`src/rtl/bfs_pkg.sv`:
```
// constants, register map and types of the bridge fault supervisor
package bfs_pkg;

  // ****************************************
  // clock and fault output timing
  // ****************************************
  localparam int CLK_MHZ        = 200;
  localparam int FAULT_PIN_KHZ  = 625;
  localparam int PWM_PERIOD_CYC = CLK_MHZ * 1000 / FAULT_PIN_KHZ;
  localparam int DUTY_STEPS     = 8;
  localparam int PWM_STEP_CYC   = PWM_PERIOD_CYC / DUTY_STEPS;

  // ****************************************
  // supervision times
  // ****************************************
  localparam int REFRESH_TIME_NS = 900_000;
  localparam int REFRESH_CYC     = (REFRESH_TIME_NS * CLK_MHZ + 999) / 1000;
  localparam int OV_TIME_MS      = 400;
  localparam int OV_CYC          = OV_TIME_MS * CLK_MHZ * 1000;
  localparam int MASK_TIME_NS    = 500;
  localparam int MASK_CYC        = (MASK_TIME_NS * CLK_MHZ + 999) / 1000;

  // ****************************************
  // duty codes in eighths of the period
  // ****************************************
  localparam logic [3:0] DUTY_NONE   = 4'h1;
  localparam logic [3:0] DUTY_DS     = 4'h2;
  localparam logic [3:0] DUTY_SUPPLY = 4'h4;
  localparam logic [3:0] DUTY_PINCHK = 4'h5;
  localparam logic [3:0] DUTY_OC     = 4'h6;
  localparam logic [3:0] DUTY_THERM  = 4'h7;
  localparam logic [3:0] DUTY_LOGIC  = 4'h8;

  // ****************************************
  // register map
  // ****************************************
  localparam int         ADDR_W      = 8;
  localparam int         EV_W        = 9;
  localparam logic [7:0] REG_STATUS  = 8'h00;
  localparam logic [7:0] REG_IRQ_EN  = 8'h04;
  localparam logic [7:0] REG_IRQ_CLR = 8'h08;
  localparam logic [7:0] REG_LIVE    = 8'h0C;
  localparam logic [8:0] IRQ_EN_RST  = 9'h000;
  localparam int         LIVE_DUTY_LSB = 16;

  // event bit positions
  localparam int EV_DS    = 0;
  localparam int EV_PUMP  = 1;
  localparam int EV_MOTLO = 2;
  localparam int EV_MOTHI = 3;
  localparam int EV_BOOT  = 4;
  localparam int EV_OC    = 5;
  localparam int EV_THERM = 6;
  localparam int EV_LOGIC = 7;
  localparam int EV_PIN   = 8;

  // gate index order
  localparam int G_HA = 0;
  localparam int G_LA = 1;
  localparam int G_HB = 2;
  localparam int G_LB = 3;
  localparam logic [3:0] LOWS_ONLY = 4'hA;

  typedef enum logic {
    RF_IDLE   = 1'b0,
    RF_ACTIVE = 1'b1
  } bfs_refresh_t;

endpackage

```
`src/rtl/bfs_duty_if.sv`:
```
// duty code passed from the supervisor to the fault output generator
`timescale 1ns/1ps
`default_nettype none
interface bfs_duty_if;
  logic [3:0] eighths;
  modport src (output eighths);
  modport pwm (input eighths);
endinterface
`default_nettype wire

```
`src/rtl/bfs_sync2.sv`:
```
// two-flop synchroniser bank for pin inputs
`timescale 1ns/1ps
`default_nettype none
module bfs_sync2 #(
  parameter int W = 1
) (
  // clock and reset
  input  wire logic         clk,
  input  wire logic         nrst,
  // data
  input  wire logic [W-1:0] d,
  output logic      [W-1:0] q
);
  logic [W-1:0] meta;

  always_ff @(posedge clk) begin
    if (!nrst) begin
      meta <= '0;
      q    <= '0;
    end else begin
      meta <= d;
      q    <= meta;
    end
  end
endmodule
`default_nettype wire

```
`src/rtl/bfs_duty_pwm.sv`:
```
// duty-coded fault output at the fixed pulse rate
`timescale 1ns/1ps
`default_nettype none
module bfs_duty_pwm import bfs_pkg::*; (
  // clock and reset
  input  wire logic clk,
  input  wire logic nrst,
  // duty code
  bfs_duty_if.pwm   duty,
  // fault pin
  output logic      pulse
);
  localparam int CW = $clog2(PWM_PERIOD_CYC);
  logic [CW-1:0] cnt;
  logic [CW-1:0] limit;

  // eighths * step never passes the period, so it fits the counter width
  assign limit = CW'(duty.eighths) * CW'(PWM_STEP_CYC);

  always_ff @(posedge clk) begin
    if (!nrst) begin
      cnt <= '0;
    end else if (cnt == CW'(PWM_PERIOD_CYC - 1)) begin
      cnt <= '0;
    end else begin
      cnt <= cnt + 1'b1;
    end
  end

  always_ff @(posedge clk) begin
    if (!nrst) begin
      pulse <= 1'b0;
    end else begin
      pulse <= (cnt < limit);
    end
  end
endmodule
`default_nettype wire

```
`src/rtl/bfs_supervisor.sv`:
```
// per-channel bridge fault supervisor, top level
// Functional notes
// - bootstrap low flags a fault, masked while the bridge is coasting
// - each rise of bridge-off pin starts refresh timer, both low gates on
// - any conducting transistor with drain-source above threshold is a fault
// - comparator results ignored for a mask time after each turn-on
// - threshold pin at logic rail disables drain-source detection
// - motor supply low reports fault, turns gates off, no latch
// - motor supply high beyond 400 ms reports fault, turns gates off
// - fault pin is a continuous 625 kHz duty-coded signal
// - duty 12.5 none, 25 drain-source or safety, 50 supply class
// - duty 62.5 pin check, 75 overcurrent, 87.5 thermal, 100 logic supply
// - drain-source and pump-rail faults latch until enable low; pump stops on pump-rail or logic supply fault
// - bootstrap low does not latch, pump runs, both low gates on
// - every bridge-off fault turns all four transistors off
// - pin check error reports safety fault at 25 percent duty
//
// Our own choices: the plain strobed port and the register addresses.
`timescale 1ns/1ps
`default_nettype none
module bfs_supervisor import bfs_pkg::*; #(
  parameter int REFRESH_CYCLES = REFRESH_CYC,
  parameter int OV_CYCLES      = OV_CYC,
  parameter int MASK_CYCLES    = MASK_CYC
) (
  // clock and reset
  input  wire logic              clk,
  input  wire logic              nrst,
  // host control pins
  input  wire logic              enable,
  input  wire logic              bridge_off_n,
  input  wire logic [3:0]        fet_cmd,
  // comparator indications
  input  wire logic [3:0]        ds_over,
  input  wire logic              drain_source_threshold_at_rail,
  input  wire logic              bootstrap_cap_low,
  input  wire logic              motor_supply_low,
  input  wire logic              motor_supply_high,
  input  wire logic              gate_pump_rail_low,
  input  wire logic              sense_amp_out_high,
  input  wire logic              thermal_hot,
  input  wire logic              logic_supply_low,
  input  wire logic              pin_check_busy,
  input  wire logic              pin_check_error,
  // gate drivers and pump
  output logic                   high_gate_a,
  output logic                   low_gate_a,
  output logic                   high_gate_b,
  output logic                   low_gate_b,
  output logic                   pump_run,
  // fault pin and interrupt
  output logic                   fault_class_out,
  output logic                   irq,
  // register port
  input  wire logic [ADDR_W-1:0] addr,
  input  wire logic [31:0]       wr_data,
  input  wire logic              wr,
  input  wire logic              rd,
  output logic [31:0]            rd_data
);
  localparam int RW = $clog2(REFRESH_CYCLES + 1);
  localparam int OW = $clog2(OV_CYCLES + 1);
  localparam int MW = $clog2(MASK_CYCLES + 1);

  function automatic logic hit(input logic [ADDR_W-1:0] a, input logic [7:0] off);
    hit = (a == off);
  endfunction

  // ****************************************
  // input synchronisation
  // ****************************************
  logic [19:0] raw_in;
  logic [19:0] sync_in;
  logic        en_s, coast_s, vds_off_s, boot_s, mot_lo_s, mot_hi_s;
  logic        pump_lo_s, oc_s, therm_s, logic_lo_s, pin_busy_s, pin_err_s;
  logic [3:0]  cmd_s, ds_s;

  assign raw_in = {pin_check_error, pin_check_busy, logic_supply_low, thermal_hot,
                   sense_amp_out_high, gate_pump_rail_low, motor_supply_high,
                   motor_supply_low, bootstrap_cap_low, drain_source_threshold_at_rail,
                   ds_over, fet_cmd, bridge_off_n, enable};

  bfs_sync2 #(.W(20)) u_sync (
    .clk  (clk),
    .nrst (nrst),
    .d    (raw_in),
    .q    (sync_in)
  );

  assign {pin_err_s, pin_busy_s, logic_lo_s, therm_s, oc_s, pump_lo_s, mot_hi_s,
          mot_lo_s, boot_s, vds_off_s, ds_s, cmd_s, coast_s, en_s} = sync_in;

  // ****************************************
  // bootstrap refresh timer
  // ****************************************
  bfs_refresh_t   rf_st;
  logic [RW-1:0]  rf_cnt;
  logic           coast_q;
  logic           coast_rise;
  logic           boot_fault;
  logic [1:0]     sync_ok;

  assign coast_rise = coast_s & ~coast_q;
  assign boot_fault = boot_s & coast_s;

  // sync flops clear to zero: holding the idle level stops a false edge at reset release
  always_ff @(posedge clk) begin
    if (!nrst) begin
      sync_ok <= 2'b00;
      coast_q <= 1'b1;
    end else begin
      sync_ok <= {sync_ok[0], 1'b1};
      coast_q <= sync_ok[1] ? coast_s : 1'b1;
    end
  end

  always_ff @(posedge clk) begin
    if (!nrst) begin
      rf_st  <= RF_IDLE;
      rf_cnt <= '0;
    end else if (!coast_s) begin
      rf_st <= RF_IDLE;
    end else if (coast_rise) begin
      rf_st  <= RF_ACTIVE;
      rf_cnt <= RW'(REFRESH_CYCLES - 1);
    end else begin
      case (rf_st)
        RF_ACTIVE: begin
          if (rf_cnt == '0) begin
            rf_st <= RF_IDLE;
          end else begin
            rf_cnt <= rf_cnt - 1'b1;
          end
        end
        default: rf_st <= RF_IDLE;
      endcase
    end
  end

  // ****************************************
  // drain-source supervision
  // ****************************************
  logic [3:0]    gate;
  logic [3:0]    ds_hit;
  logic [MW-1:0] mcnt [4];

  for (genvar i = 0; i < 4; i++) begin : g_blank
    always_ff @(posedge clk) begin
      if (!nrst) begin
        mcnt[i] <= '0;
      end else if (!gate[i]) begin
        mcnt[i] <= '0;
      end else if (mcnt[i] != MW'(MASK_CYCLES)) begin
        mcnt[i] <= mcnt[i] + 1'b1;
      end
    end
    assign ds_hit[i] = gate[i] & (mcnt[i] == MW'(MASK_CYCLES)) & ds_s[i] & ~vds_off_s;
  end

  // ****************************************
  // latched and timed faults
  // ****************************************
  logic          ds_lat, pump_lat, ov_fault;
  logic [OW-1:0] ov_cnt;

  // set wins over the enable-low clear so a fault in that cycle is kept
  always_ff @(posedge clk) begin
    if (!nrst) begin
      ds_lat <= 1'b0;
    end else if (|ds_hit) begin
      ds_lat <= 1'b1;
    end else if (!en_s) begin
      ds_lat <= 1'b0;
    end
  end

  always_ff @(posedge clk) begin
    if (!nrst) begin
      pump_lat <= 1'b0;
    end else if (pump_lo_s) begin
      pump_lat <= 1'b1;
    end else if (!en_s) begin
      pump_lat <= 1'b0;
    end
  end

  always_ff @(posedge clk) begin
    if (!nrst || !mot_hi_s) begin
      ov_cnt   <= '0;
      ov_fault <= 1'b0;
    end else if (ov_cnt == OW'(OV_CYCLES)) begin
      ov_fault <= 1'b1;
    end else begin
      ov_cnt <= ov_cnt + 1'b1;
    end
  end

  // ****************************************
  // bridge and pump control
  // ****************************************
  logic       bridge_off;
  logic       force_low;
  logic [3:0] next_gate;

  assign bridge_off = ~en_s | ~coast_s | ds_lat | pump_lat | mot_lo_s | ov_fault
                    | therm_s | logic_lo_s;
  assign force_low  = (rf_st == RF_ACTIVE) | boot_fault;

  always_comb begin
    if (bridge_off) begin
      next_gate = 4'h0;
    end else if (force_low) begin
      next_gate = LOWS_ONLY;
    end else begin
      next_gate = cmd_s;
    end
  end

  always_ff @(posedge clk) begin
    if (!nrst) begin
      gate     <= 4'h0;
      pump_run <= 1'b0;
    end else begin
      gate     <= next_gate;
      pump_run <= ~(pump_lat | logic_lo_s);
    end
  end

  assign high_gate_a = gate[G_HA];
  assign low_gate_a  = gate[G_LA];
  assign high_gate_b = gate[G_HB];
  assign low_gate_b  = gate[G_LB];

  // ****************************************
  // fault class
  // ****************************************
  bfs_duty_if  duty_if ();
  logic [3:0]  next_duty;
  logic        supply_cls;

  assign supply_cls = ov_fault | mot_lo_s | pump_lat | boot_fault;

  always_comb begin
    if (logic_lo_s) begin
      next_duty = DUTY_LOGIC;
    end else if (therm_s) begin
      next_duty = DUTY_THERM;
    end else if (oc_s) begin
      next_duty = DUTY_OC;
    end else if (pin_busy_s) begin
      next_duty = DUTY_PINCHK;
    end else if (supply_cls) begin
      next_duty = DUTY_SUPPLY;
    end else if (ds_lat | pin_err_s) begin
      next_duty = DUTY_DS;
    end else begin
      next_duty = DUTY_NONE;
    end
  end

  always_ff @(posedge clk) begin
    if (!nrst) begin
      duty_if.eighths <= DUTY_NONE;
    end else begin
      duty_if.eighths <= next_duty;
    end
  end

  bfs_duty_pwm u_pwm (
    .clk   (clk),
    .nrst  (nrst),
    .duty  (duty_if.pwm),
    .pulse (fault_class_out)
  );

  // ****************************************
  // events, interrupt and registers
  // ****************************************
  logic [EV_W-1:0] ev, ev_q, status, irq_en, clr_mask;

  assign ev = {pin_err_s, logic_lo_s, therm_s, oc_s, boot_fault, ov_fault, mot_lo_s,
               pump_lat, ds_lat};
  assign clr_mask = (wr && hit(addr, REG_IRQ_CLR)) ? wr_data[EV_W-1:0] : '0;

  always_ff @(posedge clk) begin
    if (!nrst) begin
      ev_q   <= '0;
      status <= '0;
    end else begin
      ev_q   <= ev;
      status <= (status & ~clr_mask) | (ev & ~ev_q);
    end
  end

  always_ff @(posedge clk) begin
    if (!nrst) begin
      irq_en <= IRQ_EN_RST;
    end else if (wr && hit(addr, REG_IRQ_EN)) begin
      irq_en <= wr_data[EV_W-1:0];
    end
  end

  always_ff @(posedge clk) begin
    if (!nrst) begin
      irq <= 1'b0;
    end else begin
      irq <= |(status & irq_en);
    end
  end

  // unmapped and write-only addresses read as zero
  always_ff @(posedge clk) begin
    if (!nrst || !rd) begin
      rd_data <= '0;
    end else if (hit(addr, REG_STATUS)) begin
      rd_data <= {23'h000000, status};
    end else if (hit(addr, REG_IRQ_EN)) begin
      rd_data <= {23'h000000, irq_en};
    end else if (hit(addr, REG_LIVE)) begin
      rd_data <= {12'h000, duty_if.eighths, 7'h00, ev};
    end else begin
      rd_data <= '0;
    end
  end
endmodule
`default_nettype wire

```
`config.mk`:
```
export PLATFORM = sky130hd
export DESIGN_NAME = bfs_supervisor
export DESIGN_NICKNAME = d
export VERILOG_FILES = /design/src/rtl/bfs_pkg.sv /design/src/rtl/bfs_duty_if.sv /design/src/rtl/bfs_sync2.sv /design/src/rtl/bfs_duty_pwm.sv /design/src/rtl/bfs_supervisor.sv
export SDC_FILE = /design/constraint.sdc
export NUM_CORES = 1
export LEC_CHECK = 0
export CAP_MARGIN = 10
export CELL_PAD_IN_SITES_DETAIL_PLACEMENT = 1
export CELL_PAD_IN_SITES_GLOBAL_PLACEMENT = 1
export CORE_MARGIN = 10
export CORE_UTILIZATION = 49
export CTS_CLUSTER_DIAMETER = 80
export DETAILED_ROUTE_END_ITERATION = 8
export DONT_BUFFER_PORTS = 1
export PLACE_DENSITY_LB_ADDON = 0.08
export SYNTH_ARGS = -nofsm -noshare
export SYNTH_HDL_FRONTEND = slang
export SYNTH_SLANG_ARGS = --single-unit
```
`constraint.sdc`:
```
create_clock -name clk -period 2.6 [get_ports clk]
set_input_delay 0 -clock clk [delete_from_list [all_inputs] [get_ports clk]]
set_output_delay 0 -clock clk [all_outputs]
set_load 0.02 [all_outputs]
```
Word level (Yosys, flattened, before mapping)
Memory sizes are Yosys's and may differ from the RTL's.
Cells that the tools add are included.
{"block": "word_totals", "inputBits": 64, "ram_bits": 28, "out_inout_bits": 39, "memories": 1, "reg_bits": 152, "word_cells": 176}
{"name": "mcnt", "depth": 4, "word_bits": 7, "read_ports": 4, "rd_clocked_by_memory_dff": 0, "wr": 4, "line": "bfs_supervisor.sv:145", "text": "logic [MW-1:0] mcnt [4];"}
{"block": "classes", "eq_ne": 16, "n_addsub": 7, "muxes": 58, "magnitude_cmp": 1, "n_reduce_logical": 20, "bitwise": 48, "n_mul": 1}
{"op": "two-way mux 7 bit", "count": 8}
{"op": "two-way mux 18 bit", "count": 3}
{"op": "two-way mux 1 bit", "count": 36}
{"op": "two-way mux 9 bit", "count": 4}
{"op": "adder 7 x 1 -> 7 bit (second input constant)", "count": 4}
{"op": "== test 7 bit (second input constant)", "count": 4}
{"op": "!= test 7 bit (second input constant)", "count": 4}
{"op": "adder 27 x 1 -> 27 bit (second input constant)", "count": 1}
{"op": "AND 9 bit", "count": 3}
{"op": "== test 27 bit (second input constant)", "count": 1}
{"op": "bitwise OR 1 bit", "count": 21}
{"op": "zero test 18 bit", "count": 1}
{"op": "inverter 9 bit", "count": 2}
{"op": "subtractor 18 x 1 -> 18 bit (second input constant)", "count": 1}
{"op": "== test 8 x 4 -> 1 bit (second input constant)", "count": 2}
{"op": "AND 1 bit", "count": 14}
{"op": "two-way mux 3 bit", "count": 4}
{"op": "adder 9 x 1 -> 9 bit (second input constant)", "count": 1}
{"op": "== test 9 bit (second input constant)", "count": 1}
{"op": "less-than comparator 9 bit", "count": 1}
{"op": "bitwise OR 9 bit", "count": 1}
{"op": "OR reduction 9 bit", "count": 1}
{"op": "== test 8 x 3 -> 1 bit (second input constant)", "count": 1}
{"op": "zero test 8 bit", "count": 1}
{"op": "other kinds (15)", "count": 31}

Longest topological paths before layout
Gate-level depths: netlist of run 1.
{"block": "depth", "word_depth": 9, "depth_mapped": 8}

By module
A second synthesis of run 1 with hierarchy kept.
{"block": "unflattened", "cells_unflattened": 782, "hier_area_um2": 7622.3}
{"mod": "bfs_supervisor", "seq_area_each_um2": 2862.7, "cells_each": 630, "area_each_um2": 5875.6, "instances": 1}
{"mod": "bfs_sync2", "seq_area_each_um2": 800.8, "cells_each": 84, "area_each_um2": 1107.3, "instances": 1}
{"mod": "bfs_duty_pwm", "seq_area_each_um2": 200.2, "cells_each": 68, "area_each_um2": 639.4, "instances": 1}

Worst setup path after synthesis of run 1
Ideal clock, no wire load.
{"block": "synth_timing", "path_type": "reg2reg", "from": "reg rf_cnt[8]", "to": "reg rf_cnt[2]", "synth_period_minus_slack_ps": 2174, "n_path_buf": 2, "t_required_ps": 2468, "t_arrival_ps": 2042, "setup_ps": 132, "slack_ps": 426, "path_stages_with_launch": 8, "path_cell_list": "dfxtp_1 or4_1 buf_2 or4_4 buf_6 o211ai_1 xor2_1 a21oi_1"}
{"block": "synth_via", "elab_chain_cells": 3}
{"item": "from (decl)", "line": "bfs_supervisor.sv:97", "text": "logic [RW-1:0] rf_cnt;"}
{"item": "from (signal assigned)", "line": "bfs_supervisor.sv:125", "text": "rf_cnt <= RW'(REFRESH_CYCLES - 1);"}
{"item": "from (signal assigned)", "line": "bfs_supervisor.sv:132", "text": "rf_cnt <= rf_cnt - 1'b1;"}
{"item": "zero test 18 bit", "line": "bfs_supervisor.sv:129", "text": "if (rf_cnt == '0) begin"}
{"item": "!= test 2 bit (no source line)"}
{"item": "AND reduction 3 bit (no source line)"}
Every way passes these cells.
A chain may end at the register's enable or synchronous reset.

Worst setup path after layout of run 1
{"block": "layout_timing", "from": "reg rf_cnt[2]", "to": "reg rf_cnt[12]"}
{"block": "layout_via", "elab_chain_cells": 4, "elab_cells_between_ends": 7, "cone_classes": "add/sub: 1; eq/ne: 1; mux: 3; reduce/logical: 2"}
{"item": "subtractor 18 x 1 -> 18 bit", "line": "bfs_supervisor.sv:132"}
{"item": "two-way mux 18 bit", "line": "bfs_supervisor.sv:129"}
{"item": "two-way mux 18 bit", "line": "bfs_supervisor.sv:127", "text": "case (rf_st)"}
{"item": "two-way mux 18 bit", "line": "bfs_supervisor.sv:123", "text": "end else if (coast_rise) begin"}
Several ways; a longest one is shown, not always the timed one. The select of a mux whose other input is x is not followed.

==> impl_metrics.yaml, run 1 <==
yosys:
  synth_seq_area_share_pct: 51.2
  synth_top_cell_area_share_pct: 40.0
  synth_enable_flop_cells: 28
  synthMostInstantiatedCell: "sky130_fd_sc_hd__dfxtp_1"
  yosysTopAreaCell: "sky130_fd_sc_hd__dfxtp_1"
  synth.cells.most_frequent: "151 x sky130_fd_sc_hd__dfxtp_1, 119 x sky130_fd_sc_hd__nor2_1, 57 x sky130_fd_sc_hd__and2_1, 39 x sky130_fd_sc_hd__nand3_1, 37 x sky130_fd_sc_hd__xor2_1"
  postSynth.asyncResetShare_pct: 0
  syn-cell-area_um2: 7550
  post_synth.cell_area_avg_um2: 9.72
  synthFlopType: "sky130_fd_sc_hd__dfxtp_1"
  synthTopCellsByArea: "sky130_fd_sc_hd__dfxtp_1 40%, sky130_fd_sc_hd__edfxtp_1 11%, sky130_fd_sc_hd__nor2_1 5.9%, sky130_fd_sc_hd__and2_1 4.7%, sky130_fd_sc_hd__xor2_1 4.3%"
  synth.lib_cells_used.distinct: 64
  synthCells: 777
  ys.warnings.count: 0
  yosys_register_bits: 179
floorplanning:
  die_height_um: 144
  fp.dieArea_um2: 20800
  core_area_um2: 15100
  dieWidth_um: 144
  floorplan.rows: 45
  pin_count: 103
  initial_core_util_pct: 49.9
clock_tree:
  path_clk_slew_ps: 70
  clock_sink_count: 179
  tritoncts: "done"
  cts-root-buf: "sky130_fd_sc_hd__clkbuf_16"
  clk_latency_ps: 430
  h-tree-depth: 4
  numCtsBuffers: 17
  cts_max_path_buffers: 2
  cts_setup_buffers: 0
global_routing:
  number_of_global_route_vias_before_repair: 5843
  grt_first_pass_wirelength_um: 30000
  grt_start_max_net_pins: 61
  grt_antenna_before_repair: 0
  grt_overflow: 0
  use_met3_pct: 5.08
  met1_use_gr_pct: 21.2
  groute.usage.overall_pct: 18.2
  grt_use_met2_pct: 32.2
  most_utilized_layer_in_the_global_route_result: "met2"
finish:
  area_growth_syn_to_layout_pct: 14.1
  final_nets: 893
  count_of_inserted_antenna_diode_cells: 0
  final.fill_count: 1663
  layout-drive-gt1-share_pct: 6.82
  seq_area_um2: 3860
  multiInputGateArea_um2: 3420
  instances_no_fill: 1009
worst_hold_path:
  min_path_type: "in2reg"
placed_design:
  inst_count_dp: 943
  port_buffers: 0
  gp_congestion: 0.828
  dp_hpwl_um: 11900
timing:
  totalNegativeSetupSlack_ps: 0
  rsz0062_at_grt: "false"
  worst_slew_margin_rel_pct: 54.9
  finalWorstPathRequiredPeriod_ps: 2420
  timing.final.setup_violations: 0
  skew_ps: 8.98
  final_max_slew_viol_count: 0
  max_clock_freq_mhz: 414
  fin_crit_sh_pct: 93.0
  transition_time_at_the_pin_with_the_least_slew_margin_ps: 676
  hold_violations: 0
pwr:
  leakage_nw: 3.33
  ir_worst_vdd_mv: 0.490
  p_per_area_nw_per_um2: 673
  totalPowerFinal_mw: 5.80
setup_path:
  critPathKind: "reg2reg"
  worst_ep_required_time_ps: 2920
  cp.arrival_ps: 2730
  worstPathMaxFanout: 11
  critical_path.endpoint_type: "flip-flop"
  critical_path.startpoint_type: "flip-flop"
detailed_routing:
  vias_per_cell: 5.44
  route.detailed.wl_per_inst_um: 18.0
  drc: 0
  drt_pre_antenna_iters: 4
  final_antenna_net_count: 0
  drtIter0Drc: 200
  detail_route.wirelength_um: 18100
  vias: 5487
job:
  drv_cap: 0
run_status:
  outcome: "completed"
==> logic make-up after synthesis <==
group / count (synthesis) / synth area share, %
adder cells (fa/ha/maj): 21 / 3.58
AO/OA/AOI/OAI: 86 / 8.32
buffers and inverters: 70 / 4.54
XOR/XNOR: 61 / 7.08
multiplexers: 10 / 1.33
flip-flops: 179 / 51.2
AND/OR/NAND/NOR: 349 / 23.9
other: 1 / 0.0497
==> worst max-delay path, stage by stage (launching register included) <==
cell and delay (ps):
sky130_fd_sc_hd__dfxtp_1 350, sky130_fd_sc_hd__or4_1 670, sky130_fd_sc_hd__or3_1 600, sky130_fd_sc_hd__nor4_2 360
sky130_fd_sc_hd__nand3_1 130, sky130_fd_sc_hd__and3_1 190
==> power breakdown <==
group / leakage [nW] / internal (mW) / switching, mW
registers: 1.57 / 2.85 / 0.0376
logic: 1.45 / 0.0982 / 0.136
clock network: 0.304 / 1.62 / 1.05
total: 3.33 / 4.58 / 1.22
==> cell usage in the layout (no fill, tap or decap), drive strengths merged, types with 24 or more instances in the layout <==
cell type	count
dfxtp	151
nor2	119
and2	57
nand3	39
xor2	37
dlygate4sd3	33
nand2	30
edfxtp	28
a21oi	27
inv	26
xnor2	24
clkbuf	24
==> layer usage <==
| metal | up-vias | share of wire, % |
|---|---|---|
| met5 | - | 0 |
| met4 | 0 | 0.79 |
| met2 | 67 | 52 |
| met3 | 15 | 3.3 |
| met1 | 2712 | 44 |
| li1 | 2693 | - |
==> worst paths after layout <==
| kind | slack (ps) | to | cells after the start | from |
|---|---|---|---|---|
| worst min register to register | 390 | coast_q | 1 | sync_ok[1] |
| worst max register to register | 180 | rf_cnt[12] | 5 | rf_cnt[2] |
| worst max-delay path | 180 | rf_cnt[12] | 5 | rf_cnt[2] |
| worst min-delay path | 10 | ev_q[4] | 2 | nrst |
==> final cells by class <==
cell class	count	area share [%]
sequential	179	44.9
timing repair buffer	39	4.50
multi-input combinational	546	39.7
tap	188	2.73
clock buffer	24	5.72
inverter	25	1.09
clock inverter	8	1.42
==> state kept, by name, indices dropped and copies added (netlist names), 2 cells and up <==
| register | count |
|---|---|
| rf_cnt | 18 |
| duty_if.eighths | 3 |
| rd_data | 13 |
| ev_q | 9 |
| ov_cnt | 27 |
| irq_en | 9 |
| mcnt | 28 |
| u_pwm.cnt | 9 |
| gate | 4 |
| sync_ok | 2 |
| u_sync.meta | 20 |
| status | 9 |
| u_sync.q | 20 |
==> timing repair <==
action	in CTS	in global routing
hold endpoints to repair	107	0
hold buffers	34	0
resized for setup	0	1
endpoints found under the setup margin	0	1
==> stage by stage <==
step	util, %	area (µm²)	hold slack, ps	setup slack, ps
6_report	56.9	8610	13.1	182
3_5_place_dp	50.5	7640	42.0	260
3_3_place_gp	50.5	7640	44.0	315
4_1_cts	56.8	8610	2.51	121
2_1_floorplan	-	7620	27.7	426
5_1_grt	56.9	8610	9.04	73.4
Note: power is estimated with default switching activity, not from simulation.
==> run 2, diff against run 1 <==
--- a/config.mk
+++ b/config.mk
@@ -9,7 +9,7 @@
 export CELL_PAD_IN_SITES_DETAIL_PLACEMENT = 1
 export CELL_PAD_IN_SITES_GLOBAL_PLACEMENT = 1
 export CORE_MARGIN = 10
-export CORE_UTILIZATION = 49
+export CORE_UTILIZATION = 35
 export CTS_CLUSTER_DIAMETER = 80
 export DETAILED_ROUTE_END_ITERATION = 8
 export DONT_BUFFER_PORTS = 1
==> constraint.sdc (replaced) <==
create_clock -name clk -period 3.1 [get_ports clk]
set_input_delay 0 -clock clk [delete_from_list [all_inputs] [get_ports clk]]
set_output_delay 0 -clock clk [all_outputs]
set_load 0.02 [all_outputs]
==> run 2 against run 1 <==
Compared with the run above: combinational power decreased by 17%; the run now ends with hold timing left; routed wire length decreased by 0.37%; worst setup slack improved by 560 ps; power decreased by 17%; sequential share of layout area decreased by 0.36 points; highest routed layer unchanged; clock skew increased by 3.6 ps; first-iteration DRC count increased by 22%; via count decreased by 1.8%.
==> impl_metrics.yaml, run 2 (synthesis gave the netlist of run 1 again) <==
timing:
  worst_slew_margin_rel_pct: 34.8
  rsz0062_at_grt: "false"
  timing.final.setup_violations: 0
  transition_time_at_the_pin_with_the_least_slew_margin_ps: 975
  final_max_slew_viol_count: 0
  totalNegativeSetupSlack_ps: 0
  holdWs_ps: -1.05
  max_clock_freq_mhz: 423
  skew_ps: 12.6
  setup_slack_ps: 738
  fin_crit_sh_pct: 76.2
  finalWorstPathRequiredPeriod_ps: 2360
  hold_violations: 1
setup_path:
  cp.arrival_ps: 2690
  critical_path.cell_chain: "or4_1 -> or3_1 -> nor4_1 -> nand3_1 -> and3_1"
  r2r-end: "rf_cnt[12]"
  rr_worst_depth: 5
  worstPathMaxFanout: 11
  critPathKind: "reg2reg"
  cp_buf_inv_count: 0
  worst_ep_required_time_ps: 3430
  timing.rr.start: "rf_cnt[2]"
  critical_path.endpoint_type: "flip-flop"
  slowest_stage: "sky130_fd_sc_hd__or4_1"
  critical-path-max-stage-delay_ps: 660
  critical_path.startpoint_type: "flip-flop"
  reg2reg_slack_ps: 740
  critical_path.top_delay_family: "simple AND/OR/NAND/NOR gates"
finish:
  count_of_inserted_antenna_diode_cells: 0
  area_growth_syn_to_layout_pct: 15.0
  finish.utilization_pct: 41.0
  most-common-layout-cells: "151 x sky130_fd_sc_hd__dfxtp_1, 119 x sky130_fd_sc_hd__nor2_1, 57 x sky130_fd_sc_hd__and2_1, 39 x sky130_fd_sc_hd__nand3_1, 37 x sky130_fd_sc_hd__xor2_1"
  instances_no_fill: 1092
  final_nets: 889
  final_common_cell: "sky130_fd_sc_hd__dfxtp_1"
  final_area_um2: 8680
  flip_flop_count_of_the_largest_register_after_layout: 28
  largest_registers: "mcnt (28), ov_cnt (27)"
  regMostFlops: "mcnt"
  layout-drive-gt1-share_pct: 6.73
floorplanning:
  die_height_um: 167
  pin_count: 103
  fp.dieArea_um2: 27800
  floorplan.rows: 53
  initial_core_util_pct: 35.7
  dieWidth_um: 167
  core_area_um2: 21200
global_routing:
  grt_first_pass_wirelength_um: 30400
  grt_antenna_before_repair: 0
  grt_start_max_net_pins: 60
  grt_overflow: 0
  number_of_global_route_vias_before_repair: 5862
  groute.usage.overall_pct: 13.2
worst_hold_path:
  hold_path_depth: 2
  worst_hold_path.endpoint: "rd_data[17]"
  worstHoldStart: "rd"
  min_path_type: "in2reg"
pwr:
  switchingPower_mw: 1.08
  p_comb_share_pct: 4.0
  power_report.internal_total_mw: 3.73
  seq_power_share_pct: 50.3
  totalPowerFinal_mw: 4.82
  sw_frac_of_total_pct: 22.5
  ir_worst_vdd_mv: 0.276
  p_per_area_nw_per_um2: 555
  clockPowerShare_pct: 45.7
  leakage_nw: 3.30
run_status:
  failing_checks: "hold timing"
  outcome: "finished with violations"
clock_tree:
  clk_latency_ps: 430
  cts_max_path_buffers: 2
  numCtsBuffers: 17
  cts-root-buf: "sky130_fd_sc_hd__clkbuf_16"
  path_clk_slew_ps: 70
  tritoncts: "done"
  clock_sink_count: 179
  h-tree-depth: 4
detailed_routing:
  vias: 5390
  drtIter0Drc: 243
  drc: 0
  drt_pre_antenna_iters: 5
  detail_route.wirelength_um: 18100
  vias_per_cell: 4.94
  final_antenna_net_count: 0
  route.detailed.wl_per_inst_um: 16.6
placed_design:
  inst_count_dp: 1026
  gp_congestion: 0.810
  placed_area_um2: 7720
  dp_hpwl_um: 12600
  port_buffers: 0
  placement.setup.worst_slack_ps: 713
job:
  drv_cap: 0
## run 2: changes by cell type in the layout (fill, tap and decap cells not counted), sizes merged
| cell | before | now |
|---|---|---|
| bufinv | 3 | 1 |
| clkinv | 4 | 3 |
| inv | 26 | 30 |
| buf | 6 | 2 |
| clkinvlp | 0 | 2 |
| clkbuf | 24 | 21 |
## run 2: worst register-to-register path: stages, from the launching register on
cell                      delay, ps
sky130_fd_sc_hd__dfxtp_1        350
sky130_fd_sc_hd__or4_1          660
sky130_fd_sc_hd__or3_1          590
sky130_fd_sc_hd__nor4_1         360
sky130_fd_sc_hd__nand3_1        110
sky130_fd_sc_hd__and3_1         190
## run 2: power by group through the flow
stage	clock network [mW]	logic, mW	registers (mW)
after global placement	0	0.140	2.47
after floorplan	0	0.150	2.47
after global routing	2.37	0.221	2.43
final	2.20	0.194	2.42
after detailed placement	0	0.143	2.48
after CTS	2.27	0.197	2.42
## run 2: worst max-delay path by stage
stage	start	endpoint	slack (ps)	depth (start not counted)
2_1_floorplan	rf_cnt[8]	rf_cnt[2]	930	7
3_3_place_gp	rf_cnt[2]	rf_cnt[12]	730	5
3_5_place_dp	rf_cnt[2]	rf_cnt[12]	710	5
4_1_cts	rf_cnt[2]	rf_cnt[12]	700	5
5_1_grt	rf_cnt[2]	rf_cnt[12]	540	5
6_report	rf_cnt[2]	rf_cnt[12]	740	5
## run 2: cell type report
type | instances | area, µm²
fillers | 2360 | 12500
flip-flops and latches | 179 | 3860
multi-input cells | 546 | 3410
clock buffers | 21 | 503
repair buffers | 35 | 358
well taps | 275 | 344
clock inverters | 11 | 109
inverters | 25 | 93.8
## run 2: routing by layer
metal  vias up  share of wire, %  global-route usage [%]
met5         -                 0                       0
met4         0              0.76                    3.36
met3        10               2.6                    3.11
met2        62                51                    23.0
met1      2632                46                    15.8
li1       2686                 -                       -
## run 2: what timing repair did
item / in CTS / in global routing
setup buffers: 0 / 0
hold buffers: 34 / 0
endpoints found under the hold margin: 100 / 0
resized for setup: 0 / 0
